$ cat src/include/mfs_pkg.sv
// Notes on behaviour
// - Overload trips when thermal accumulator reaches limit
// - Thermal state saved at power-off, restored later
// - Stopped, no run: phase over 30% trips
// - Short circuit: fault LED seven flashes, ready off
// - Current-limit start only: ramp timeout trips
// - Start timeout: two fault flashes, ready on
// - Before full voltage: current over 2x trips; the code checks this only while not stopped
// - Stall shown on stall LED flashing
// - Overcurrent checked only at full voltage
// - Over 3x current beyond one second trips
// - Wrong phase interruption order trips
// - Fault disables starter; cleared by reset sources
package mfs_pkg;

  //----------------------------------------------------------------------
  // Fault codes
  //----------------------------------------------------------------------
  localparam logic [6:0] FC_NONE     = 7'h00;
  localparam logic [6:0] FC_OVERLOAD = 7'h05;
  localparam logic [6:0] FC_SHORT    = 7'h13;
  localparam logic [6:0] FC_TIMEOUT  = 7'h3E;
  localparam logic [6:0] FC_STALL    = 7'h3F;
  localparam logic [6:0] FC_OVERCUR  = 7'h42;
  localparam logic [6:0] FC_PHSEQ    = 7'h43;

  //----------------------------------------------------------------------
  // Timing and thresholds
  //----------------------------------------------------------------------
  localparam int CLK_HZ          = 25_000_000;
  localparam int OVERCUR_MS      = 1000;
  localparam int OVERCUR_CYC     = (CLK_HZ / 1000) * OVERCUR_MS;
  localparam int TICK_MS         = 1;
  localparam int TICK_CYC        = (CLK_HZ / 1000) * TICK_MS;
  localparam int SHORT_PCT       = 30;
  localparam int STALL_MULT      = 2;
  localparam int OVERCUR_MULT    = 3;
  localparam int SHORT_FLASHES   = 7;
  localparam int TIMEOUT_FLASHES = 2;
  localparam int FLASH_HALF_MS   = 250;
  localparam int FLASH_HALF_CYC  = (CLK_HZ / 1000) * FLASH_HALF_MS;
  localparam int CYCLE_SLOTS     = 10;

  // Measured sensing bundle
  typedef struct packed {
    logic [15:0] cur_a;
    logic [15:0] cur_b;
    logic [15:0] cur_c;
    logic [2:0]  sync;
  } mfs_sense_t;

  // Start state bundle
  typedef struct packed {
    logic run_cmd;
    logic stopped;
    logic ramping;
    logic full_volt;
    logic cur_limit_mode;
  } mfs_start_t;

  // Indicator bundle
  typedef struct packed {
    logic fault;
    logic ready;
    logic overload;
    logic stall;
    logic overcur;
    logic phase_seq;
  } mfs_led_t;

endpackage

$ cat src/verilog/mfs_supervisor.sv
`timescale 1ns/10ps
// Motor protection fault supervisor
module mfs_supervisor #(
  parameter int OVERCUR_CYC = mfs_pkg::OVERCUR_CYC,
  parameter int TICK_CYC    = mfs_pkg::TICK_CYC,
  parameter int FLASH_CYC   = mfs_pkg::FLASH_HALF_CYC
) (
  // Clock and reset
  input  wire logic               i_sys_clk,
  input  wire logic               i_rst_n,
  // Sensing and start state
  input  wire mfs_pkg::mfs_sense_t i_sense,
  input  wire mfs_pkg::mfs_start_t i_start,
  // Settings
  input  wire logic [15:0]        i_motor_nom,
  input  wire logic [15:0]        i_rated,
  input  wire logic [15:0]        i_ramp_ms,
  input  wire logic [23:0]        i_therm_limit,
  input  wire logic               i_auto_reset_en,
  // Reset sources
  input  wire logic               i_reset_key,
  input  wire logic               i_din_reset,
  input  wire logic               i_auto_reset,
  // Thermal state save and restore
  input  wire logic               i_power_fail,
  input  wire logic               i_restore_vld,
  input  wire logic [23:0]        i_restore_val,
  output logic                    o_save_vld,
  output logic [23:0]             o_save_val,
  // Status
  output logic [6:0]              o_fault_code,
  output logic                    o_starter_en,
  output mfs_pkg::mfs_led_t       o_led
);

  // Elaboration check on timing parameters
  if (OVERCUR_CYC < 1 || TICK_CYC < 1 || FLASH_CYC < 1) begin : g_bad_param
    $error("mfs_supervisor: bad timing parameters");
  end

  //----------------------------------------------------------------------
  // State
  //----------------------------------------------------------------------
  typedef enum logic [2:0] {
    ST_INIT  = 3'b001,
    ST_RUN   = 3'b010,
    ST_FAULT = 3'b100
  } mfs_mode_t;

  typedef struct packed {
    mfs_mode_t   mode;
    logic [6:0]  code;
    logic [23:0] therm;
    logic [31:0] oc_cnt;
    logic [31:0] tick;
    logic [15:0] ramp_ms;
    logic [1:0]  seq_pos;
    logic [2:0]  sync_d;
    logic        saved;
    logic        save_vld;
  } mfs_state_t;

  mfs_state_t st_ff, nxt_st;

  //----------------------------------------------------------------------
  // Comparisons
  //----------------------------------------------------------------------
  logic [15:0] cur_max;
  logic [31:0] short_lim, stall_lim, oc_lim, cur_pct;
  logic        over_nom, det_short, det_stall, det_oc_lvl, det_timeout;
  logic        det_overload, det_phseq;
  logic [2:0]  sync_fall;
  logic [6:0]  det_code;
  logic        clear_req;

  // Largest phase current
  always_comb begin
    cur_max = i_sense.cur_a;
    if (i_sense.cur_b > cur_max) begin
      cur_max = i_sense.cur_b;
    end
    if (i_sense.cur_c > cur_max) begin
      cur_max = i_sense.cur_c;
    end
  end

  // Thresholds
  assign cur_pct   = 32'(cur_max) * 32'd100;
  assign short_lim = 32'(i_rated) * 32'(mfs_pkg::SHORT_PCT);
  assign stall_lim = 32'(i_motor_nom) * 32'(mfs_pkg::STALL_MULT);
  assign oc_lim    = 32'(i_motor_nom) * 32'(mfs_pkg::OVERCUR_MULT);
  assign over_nom  = cur_max > i_motor_nom;

  // Fault detectors
  assign det_short   = !i_start.run_cmd && i_start.stopped
                       && (cur_pct > short_lim);
  assign det_stall   = !i_start.full_volt && !i_start.stopped
                       && (32'(cur_max) > stall_lim);
  assign det_oc_lvl  = i_start.full_volt && (32'(cur_max) > oc_lim);
  assign det_timeout = i_start.cur_limit_mode && i_start.ramping
                       && (st_ff.ramp_ms >= i_ramp_ms);
  assign det_overload = st_ff.therm >= i_therm_limit;
  assign sync_fall   = st_ff.sync_d & ~i_sense.sync;

  // Phase order: falls must go A, B, C in turn
  always_comb begin
    det_phseq = 1'b0;
    case (sync_fall)
      3'b000:  det_phseq = 1'b0;
      3'b001:  det_phseq = st_ff.seq_pos != 2'd0;
      3'b010:  det_phseq = st_ff.seq_pos != 2'd1;
      3'b100:  det_phseq = st_ff.seq_pos != 2'd2;
      default: det_phseq = 1'b1;
    endcase
  end

  // Priority of simultaneous detections
  always_comb begin
    if (det_short) begin
      det_code = mfs_pkg::FC_SHORT;
    end else if (det_stall) begin
      det_code = mfs_pkg::FC_STALL;
    end else if (st_ff.oc_cnt >= 32'(OVERCUR_CYC)) begin
      det_code = mfs_pkg::FC_OVERCUR;
    end else if (det_timeout) begin
      det_code = mfs_pkg::FC_TIMEOUT;
    end else if (det_overload) begin
      det_code = mfs_pkg::FC_OVERLOAD;
    end else if (det_phseq) begin
      det_code = mfs_pkg::FC_PHSEQ;
    end else begin
      det_code = mfs_pkg::FC_NONE;
    end
  end

  // Auto-reset allowed except for short circuit and phase order
  assign clear_req = i_reset_key || i_din_reset
                     || (i_auto_reset && i_auto_reset_en
                         && st_ff.code != mfs_pkg::FC_SHORT
                         && st_ff.code != mfs_pkg::FC_PHSEQ);

  //----------------------------------------------------------------------
  // Next state
  //----------------------------------------------------------------------
  always_comb begin
    nxt_st          = st_ff;
    nxt_st.sync_d   = i_sense.sync;
    nxt_st.save_vld = 1'b0;
    // Millisecond tick
    if (st_ff.tick == 32'(TICK_CYC - 1)) begin
      nxt_st.tick = 32'h0;
    end else begin
      nxt_st.tick = st_ff.tick + 32'h1;
    end
    // Thermal accumulator: heat above nominal, cool below
    if (st_ff.tick == 32'h0 && st_ff.mode != ST_INIT) begin
      if (over_nom) begin
        nxt_st.therm = (st_ff.therm == 24'hFFFFFF) ? st_ff.therm
                       : st_ff.therm + 24'h000001;
      end else if (st_ff.therm != 24'h000000) begin
        nxt_st.therm = st_ff.therm - 24'h000001;
      end
    end
    // Ramp time in ms
    if (!i_start.ramping) begin
      nxt_st.ramp_ms = 16'h0000;
    end else if (st_ff.tick == 32'h0 && st_ff.ramp_ms != 16'hFFFF) begin
      nxt_st.ramp_ms = st_ff.ramp_ms + 16'h0001;
    end
    // Overcurrent persistence
    if (det_oc_lvl) begin
      if (st_ff.oc_cnt < 32'(OVERCUR_CYC)) begin
        nxt_st.oc_cnt = st_ff.oc_cnt + 32'h1;
      end
    end else begin
      nxt_st.oc_cnt = 32'h0;
    end
    // Phase sequence position
    if (sync_fall == 3'b001) begin
      nxt_st.seq_pos = 2'd1;
    end else if (sync_fall == 3'b010) begin
      nxt_st.seq_pos = 2'd2;
    end else if (sync_fall == 3'b100) begin
      nxt_st.seq_pos = 2'd0;
    end
    // Save thermal state once on power failure
    if (i_power_fail && !st_ff.saved) begin
      nxt_st.saved    = 1'b1;
      nxt_st.save_vld = 1'b1;
    end else if (!i_power_fail) begin
      nxt_st.saved = 1'b0;
    end
    // Mode sequencing
    case (st_ff.mode)
      ST_INIT: begin
        if (i_restore_vld) begin
          nxt_st.therm = i_restore_val;
          nxt_st.mode  = ST_RUN;
        end
      end
      ST_RUN: begin
        if (det_code != mfs_pkg::FC_NONE) begin
          nxt_st.code = det_code;
          nxt_st.mode = ST_FAULT;
        end
      end
      ST_FAULT: begin
        if (clear_req) begin
          nxt_st.code   = mfs_pkg::FC_NONE;
          nxt_st.oc_cnt = 32'h0;
          nxt_st.mode   = ST_RUN;
        end
      end
      default: nxt_st.mode = ST_INIT;
    endcase
  end

  always_ff @(posedge i_sys_clk) begin
    if (!i_rst_n) begin
      st_ff      <= '0;
      st_ff.mode <= ST_INIT;
    end else begin
      st_ff <= nxt_st;
    end
  end

  //----------------------------------------------------------------------
  // Indicators
  //----------------------------------------------------------------------
  logic [3:0] flash_cnt;
  logic       fault_blink;
  logic       slow_blink;

  // Fault LED flash count per code
  always_comb begin
    case (st_ff.code)
      mfs_pkg::FC_SHORT:   flash_cnt = 4'(mfs_pkg::SHORT_FLASHES);
      mfs_pkg::FC_TIMEOUT: flash_cnt = 4'(mfs_pkg::TIMEOUT_FLASHES);
      default:             flash_cnt = 4'h0;
    endcase
  end

  mfs_flasher #(
    .HALF_CYC (FLASH_CYC),
    .SLOTS    (mfs_pkg::CYCLE_SLOTS)
  ) u_fault_flash (
    .i_sys_clk (i_sys_clk),
    .i_rst_n   (i_rst_n),
    .i_count   (flash_cnt),
    .o_led     (fault_blink)
  );

  mfs_flasher #(
    .HALF_CYC (FLASH_CYC),
    .SLOTS    (mfs_pkg::CYCLE_SLOTS)
  ) u_slow_flash (
    .i_sys_clk (i_sys_clk),
    .i_rst_n   (i_rst_n),
    .i_count   (4'h9),
    .o_led     (slow_blink)
  );

  // Outputs
  assign o_fault_code    = st_ff.code;
  assign o_starter_en    = st_ff.mode == ST_RUN;
  assign o_save_vld      = st_ff.save_vld;
  assign o_save_val      = st_ff.therm;
  assign o_led.fault     = fault_blink;
  assign o_led.ready     = (st_ff.mode == ST_RUN)
                           || (st_ff.code == mfs_pkg::FC_TIMEOUT);
  assign o_led.overload  = slow_blink && st_ff.code == mfs_pkg::FC_OVERLOAD;
  assign o_led.stall     = slow_blink && st_ff.code == mfs_pkg::FC_STALL;
  assign o_led.overcur   = slow_blink && st_ff.code == mfs_pkg::FC_OVERCUR;
  assign o_led.phase_seq = slow_blink && st_ff.code == mfs_pkg::FC_PHSEQ;

endmodule

$ cat src/verilog/mfs_flasher.sv
`timescale 1ns/10ps
// Flash-count pattern generator: N blinks then pause per display cycle
module mfs_flasher #(
  parameter int HALF_CYC = mfs_pkg::FLASH_HALF_CYC,
  parameter int SLOTS    = mfs_pkg::CYCLE_SLOTS
) (
  // Clock and reset
  input  wire logic       i_sys_clk,
  input  wire logic       i_rst_n,
  // Pattern control
  input  wire logic [3:0] i_count,
  output logic            o_led
);

  // Elaboration check: pause slot and 5-bit half counter bound the slots
  if (HALF_CYC < 1 || SLOTS < 10 || SLOTS > 16) begin : g_bad_param
    $error("mfs_flasher: bad parameters");
  end

  typedef struct packed {
    logic [31:0] tmr;
    logic [4:0]  half;
    logic        led;
  } mfs_fl_state_t;

  mfs_fl_state_t st_ff, nxt_st;

  // Half-period timer and slot counter
  always_comb begin
    nxt_st = st_ff;
    if (st_ff.tmr == 32'(HALF_CYC - 1)) begin
      nxt_st.tmr = 32'h0;
      if (st_ff.half == 5'(2 * SLOTS - 1)) begin
        nxt_st.half = 5'h00;
      end else begin
        nxt_st.half = st_ff.half + 5'h01;
      end
    end else begin
      nxt_st.tmr = st_ff.tmr + 32'h1;
    end
    nxt_st.led = (st_ff.half[4:1] < i_count) && !st_ff.half[0];
  end

  always_ff @(posedge i_sys_clk) begin
    if (!i_rst_n) begin
      st_ff <= '0;
    end else begin
      st_ff <= nxt_st;
    end
  end

  assign o_led = st_ff.led;

endmodule

$ cat config.mk
export PLATFORM = sky130hd
export DESIGN_NAME = mfs_supervisor
export DESIGN_NICKNAME = d
export VERILOG_FILES = /design/src/include/mfs_pkg.sv /design/src/verilog/mfs_supervisor.sv /design/src/verilog/mfs_flasher.sv
export SDC_FILE = /design/constraint.sdc
export NUM_CORES = 1
export LEC_CHECK = 0
export BUFFER_PORTS_ARGS = -buffer_cell sky130_fd_sc_hd__buf_2
export CAP_MARGIN = 30
export CORE_UTILIZATION = 46
export CTS_BUF_LIST = sky130_fd_sc_hd__clkbuf_16
export DETAILED_ROUTE_END_ITERATION = 16
export GPL_ROUTABILITY_DRIVEN = 0
export PLACE_DENSITY = 0.77
export SYNTH_ARGS = -nofsm -noshare
export SYNTH_HDL_FRONTEND = slang
export SYNTH_HIERARCHICAL = 1
export SYNTH_SLANG_ARGS = --single-unit
$ cat constraint.sdc
create_clock -name i_sys_clk -period 9.9 [get_ports i_sys_clk]
set_clock_uncertainty 0.2 [all_clocks]
set_input_delay 0 -clock i_sys_clk [delete_from_list [all_inputs] [get_ports i_sys_clk]]
set_output_delay 0 -clock i_sys_clk [all_outputs]
set_load 0.02 [all_outputs]
Yosys cells after proc, flatten, opt, wreduce, memory -nomap -nowiden
Index checks and enable logic that the tools add are counted.
Word-level totals
  output and inout bits: 39
  bits in registers: 197
  word-level logic and storage cells: 148
  input port bits: 160
Cells by class
  bitwise operators: 3
  $mul: 3
  add/sub/neg operators: 9
  equal/unequal tests: 28
  magnitude comparators: 12
  reduce and logical (&&, ||, !) cells: 43
  mux-type cells: 33
Operators by type and width (count)
  24-bit 2-to-1 mux: 6
  32-bit by 1-bit adder with 32-bit output (second input constant): 4
  32-bit 2-to-1 mux: 4
  32-bit by 23-bit == test with 1-bit output (second input constant): 2
  16-bit > comparator: 3
  7-bit 2-to-1 mux: 6
  32-bit by 15-bit == test with 1-bit output (second input constant): 1
  32-bit by 25-bit greater-or-equal comparator with 1-bit output (second input constant): 1
  32-bit logical NOT: 1
  32-bit by 25-bit less-than comparator with 1-bit output (second input constant): 1
  16-bit 2-to-1 mux: 2
  24-bit by 1-bit adder with 24-bit output (second input constant): 1
  24-bit == test (second input constant): 1
  24-bit greater-or-equal comparator: 1
  24-bit nonzero test: 1
  24-bit by 1-bit subtractor with 24-bit output (second input constant): 1
  23-bit by 21-bit > comparator with 1-bit output: 1
  16-bit by 5-bit multiplier with 21-bit output (second input constant): 1
  16-bit by 4-bit multiplier with 20-bit output (second input constant): 1
  10-bit 2-to-1 mux: 2
  1-bit logical AND: 19
  16-bit by 18-bit > comparator with 1-bit output: 1
  16-bit by 2-bit multiplier with 18-bit output (second input constant): 1
  16-bit by 17-bit > comparator with 1-bit output: 1
  39 further kinds: 68

Longest topological paths before layout
  word-level depth: 13
  depth in mapped cells: 49

Hierarchy
The synthesis kept the hierarchy.
Modules (own cells, without submodules)
  mfs_supervisor: cells each 1722, instances 1, sequential area each 2402.3 µm², area each 13720.7 µm²
  mfs_flasher: cells each 230, instances 2, sequential area each 760.7 µm², area each 1993.2 µm²

Worst setup path before layout
No wires, ideal clock.
  path kind: input to register
  start: input i_sense[49] in the netlist's numbering
  end: register st_ff, in the netlist o_fault_code[6]
  arrival: 9.152 ns
  buffers on the path: 2
  setup time: 0.123 ns
  stages on the path: 46
  path slack: 0.425 ns
  cells stage by stage: inv_1 -> ha_1 -> nand4_1 -> or4_4 -> o211a_4 -> nor2_4 -> clkbuf_1 -> nor2_1 -> a21oi_1 -> ha_1 -> a21o_1 -> a21o_1 -> a221o_1 -> a21o_1 -> a41oi_1 -> o21ai_0 -> nand2_1 -> clkbuf_1 -> (+10 left out) -> a21oi_1 -> a21oi_1 -> nor2b_1 -> o21ai_0 -> nand2b_1 -> a21oi_1 -> xnor2_1 -> ha_1 -> nand4_1 -> nor4_1 -> and4_1 -> a221oi_1 -> nand3_1 -> a311o_1 -> o2bb2ai_1 -> nor2_2 -> o31ai_4 -> mux2_1
Between the ends
  longest elaborated chain between the ends: 11
  elaborated cells on any way between the ends: 16
  classes of those cells: mul: 1; order compare: 4; eq/ne: 1; mux: 6; reduce/logical: 4
Ends and longest elaborated chain
  from (decl): line mfs_supervisor.sv:12  | input wire mfs_pkg::mfs_sense_t i_sense,
  16-bit > comparator: line mfs_supervisor.sv:79  | if (i_sense.cur_b > cur_max) begin
  16-bit 2-to-1 mux (*): line mfs_supervisor.sv:79
  16-bit > comparator: line mfs_supervisor.sv:82  | if (i_sense.cur_c > cur_max) begin
  16-bit 2-to-1 mux (*): line mfs_supervisor.sv:82
  16-bit by 5-bit multiplier with 21-bit output or 16-bit by 17-bit > comparator with 1-bit output (tied branches): line mfs_supervisor.sv:88, mfs_supervisor.sv:98
  23-bit by 21-bit > comparator with 1-bit output or 1-bit logical AND (tied branches): line mfs_supervisor.sv:96, mfs_supervisor.sv:98
  1-bit logical AND or 7-bit 2-to-1 mux (tied branches): line mfs_supervisor.sv:96, mfs_supervisor.sv:121
  7-bit 2-to-1 mux (*): line mfs_supervisor.sv:119  | if (det_short) begin
  7-bit nonzero test: line mfs_supervisor.sv:202  | if (det_code != mfs_pkg::FC_NONE) begin
  2-bit by 1-bit != test with 1-bit output (no source line)
  3-bit AND reduction (no source line)
  to (signal assigned): line mfs_supervisor.sv:223  | st_ff <= nxt_st;
  to (decl): line mfs_supervisor.sv:63  | mfs_state_t st_ff, nxt_st;
Mark *: on every way between the ends. The rest lies on a longest branch, timed or not. The select of a mux whose other input is x is not followed.
A chain may end at the register's enable or synchronous reset.

Worst setup path in the final report
  start: input i_sense[50] in the netlist's numbering
  end: register st_ff, in the netlist o_fault_code[2]
Same word-level chain as after synthesis.

==> results.ini <==
[power]
p_per_area_nw_per_um2=205
p_leak_nw=9.02
ir_drop_mv=0.293
power_mw=4.15

[critical_path]
worstSetupPathType=in -> reg
cp.arrival_ps=9510
reg2reg_to=o_fault_code[6]
reg2reg_slack_ps=5710
worstSetupEndpoint=o_fault_code[2]
worstRegToRegCells=15
cpMostUsedCell=ha_1
cpMaxStageDelayCell=or4_4
rr_startpoint=o_save_val[0]
critical_path.max_stage_delay_ps=600
end_kind=flop
worstPathMaxFanout=25
crit_start=i_sense[50]
start_kind=primary input
crit_required_ps=10060

[grt]
grt_pass1_vias=15800
grt_pass1_wl_um=73400
grt_max_degree=49
grt_overflow=0
antenna_found_initial=10
grt_usage=0.226

[clock_tree]
numClockSinks=196
h-tree-depth=4
cts_tree=yes
path_clk_slew_ps=80
cts-root-buf=clkbuf_16
clk_latency_ps=440
cts-buffers-inserted=17
clock_path_buffers=2

[yosys]
synth_edf_count=0
synth_top_flop_cell=dfxtp_1
yosys_warnings=6
synth.yosys.seq_area_share=0.222
synth.top_cell.area_share=0.222
syn_inst=2182
synth-async-reset-ratio=0
ys_ff_latch=196
synth_commonest_cells=ha_1, dfxtp_1, inv_1
synth_area_um2=17700
yosysMostFrequentCell=ha_1
synth_area_leader_cell=dfxtp_1
synth_area_per_cell_um2=8.12
synth_cell_types=87
yosys-top-cells-area=dfxtp_1, ha_1, fa_1, xor2_1, a21oi_1

[die]
io_pins=199
chipHeight_um=198
rows=71
start_util=0.469
core_um2=37800
die-area_um2=39300
die_w_um=198

[timing]
max_freq_mhz=107
period_share=0.945
worst_slew_pin_slew_ps=962
finalSetupViolCount=0
post-route-min-period_ps=9360
final-max-slew-violation-count=0
setup_ws_ps=545
tns_ps=0
slew_headroom=0.357
hold_viol=0
rsz0062_at_grt=no

[drt]
drc=0
wirelength_um=44800
dr.pass1.iters=5
wl_per_cell_um=15.3
drt_iter0_drc=1053
ant_nets=0
dr_total_vias=16500
vias_per_cell=5.64

[placed_design]
io_buffers=198
place_inst=2844
hpwl_um=35300
dp_slack_ps=-206

[cells_and_area]
fin_util=0.537
area_growth_pct=14.4
drive_gt1_frac=0.133
fin_cells=2924
fin_nets=2829

[job]
cap_violations=0

[min_path]
hold_path_class=in -> reg

[run_status]
status=finished clean

-- worst min path at each step --
stage | from | cells after the start | to
after floorplan | i_sense[0] | 1 | st_ff[2]
after global placement | i_power_fail | 2 | st_ff[1]
after detailed placement | i_power_fail | 2 | st_ff[1]
after CTS | i_start[1] | 5 | st_ff[84]
after global routing | i_start[1] | 5 | st_ff[83]
final | i_start[1] | 5 | st_ff[83]
-- registers in the layout (all words and copies together) (netlist names) --
signal	cells
u_fault_flash/st_ff	37
u_slow_flash/o_led	1
o_fault_code	6
st_ff	89
u_slow_flash/st_ff	37
o_save_val	24
o_save_vld	1
u_fault_flash/o_led	1
-- critical path: cells and delay by family --
family                   cells  cell delay [ps]
AO/OA/AOI/OAI               15             3290
buffers and inverters        7              760
XOR/XNOR                     1              140
adder cells (fa/ha/maj)      7             2280
AND/OR/NAND/NOR             16             3010
-- where the power goes --
| part | total [mW] | switching [mW] | internal (mW) |
|---|---|---|---|
| registers | 0.848 | 0.0398 | 0.809 |
| logic | 2.61 | 1.44 | 1.17 |
| clock network | 0.698 | 0.354 | 0.344 |
| total | 4.15 | 1.83 | 2.32 |
-- per-layer routing --
metal,track usage,share of wire,wire (um)
met1,0.278,0.44,19600
met2,0.389,0.47,21100
met3,0.0434,0.063,2810
met4,0.0835,0.030,1330
met5,0,0.00042,19
-- timing repair --
item                                    in CTS  in global routing
endpoints found under the setup margin       0                  8
endpoints found under the hold margin       57                  0
hold buffers                                38                  0
buffers inserted                             0                  1
resized for setup                            0                 21
-- cells by family after synthesis --
family / count (synthesis) / synth area share
simple gates: 796 / 0.239
flops: 196 / 0.222
other cells: 2 / 0.000424
buf+inv: 284 / 0.0713
xor+xnor: 156 / 0.0772
mux: 19 / 0.0118
fa+ha+maj: 278 / 0.213
compound gates: 451 / 0.166
-- final cells by class --
type                       count  area, um^2
multi-input combinational   1705       12600
timing repair buffer         275        1720
sequential                   196        3920
antenna                        9        22.5
tap                          511         639
fill                        3401       17500
clock buffer                  17         425
inverter                     196         736
clock inverter                15         174
-- through the flow --
step	hold slack (ps)	cell area, um^2
2_1_floorplan	-78.3	17700
3_3_place_gp	19.2	19100
3_5_place_dp	20.2	19200
4_1_cts	43.7	20200
5_1_grt	103	20300
6_report	62.0	20300
-- layout by cell type, fill, tap and decap left out, drive strengths merged, types with 75 or more instances in the layout --
cell type,Yosys,routed
xor2,90,90
o21ai,89,89
nor2,187,187
nand4,75,75
a21oi,148,148
ha,238,238
buf,53,237
nand2,130,130
nand3,83,83
inv,195,205
dfxtp,196,196
Note: power is estimated with default switching activity, not from simulation.
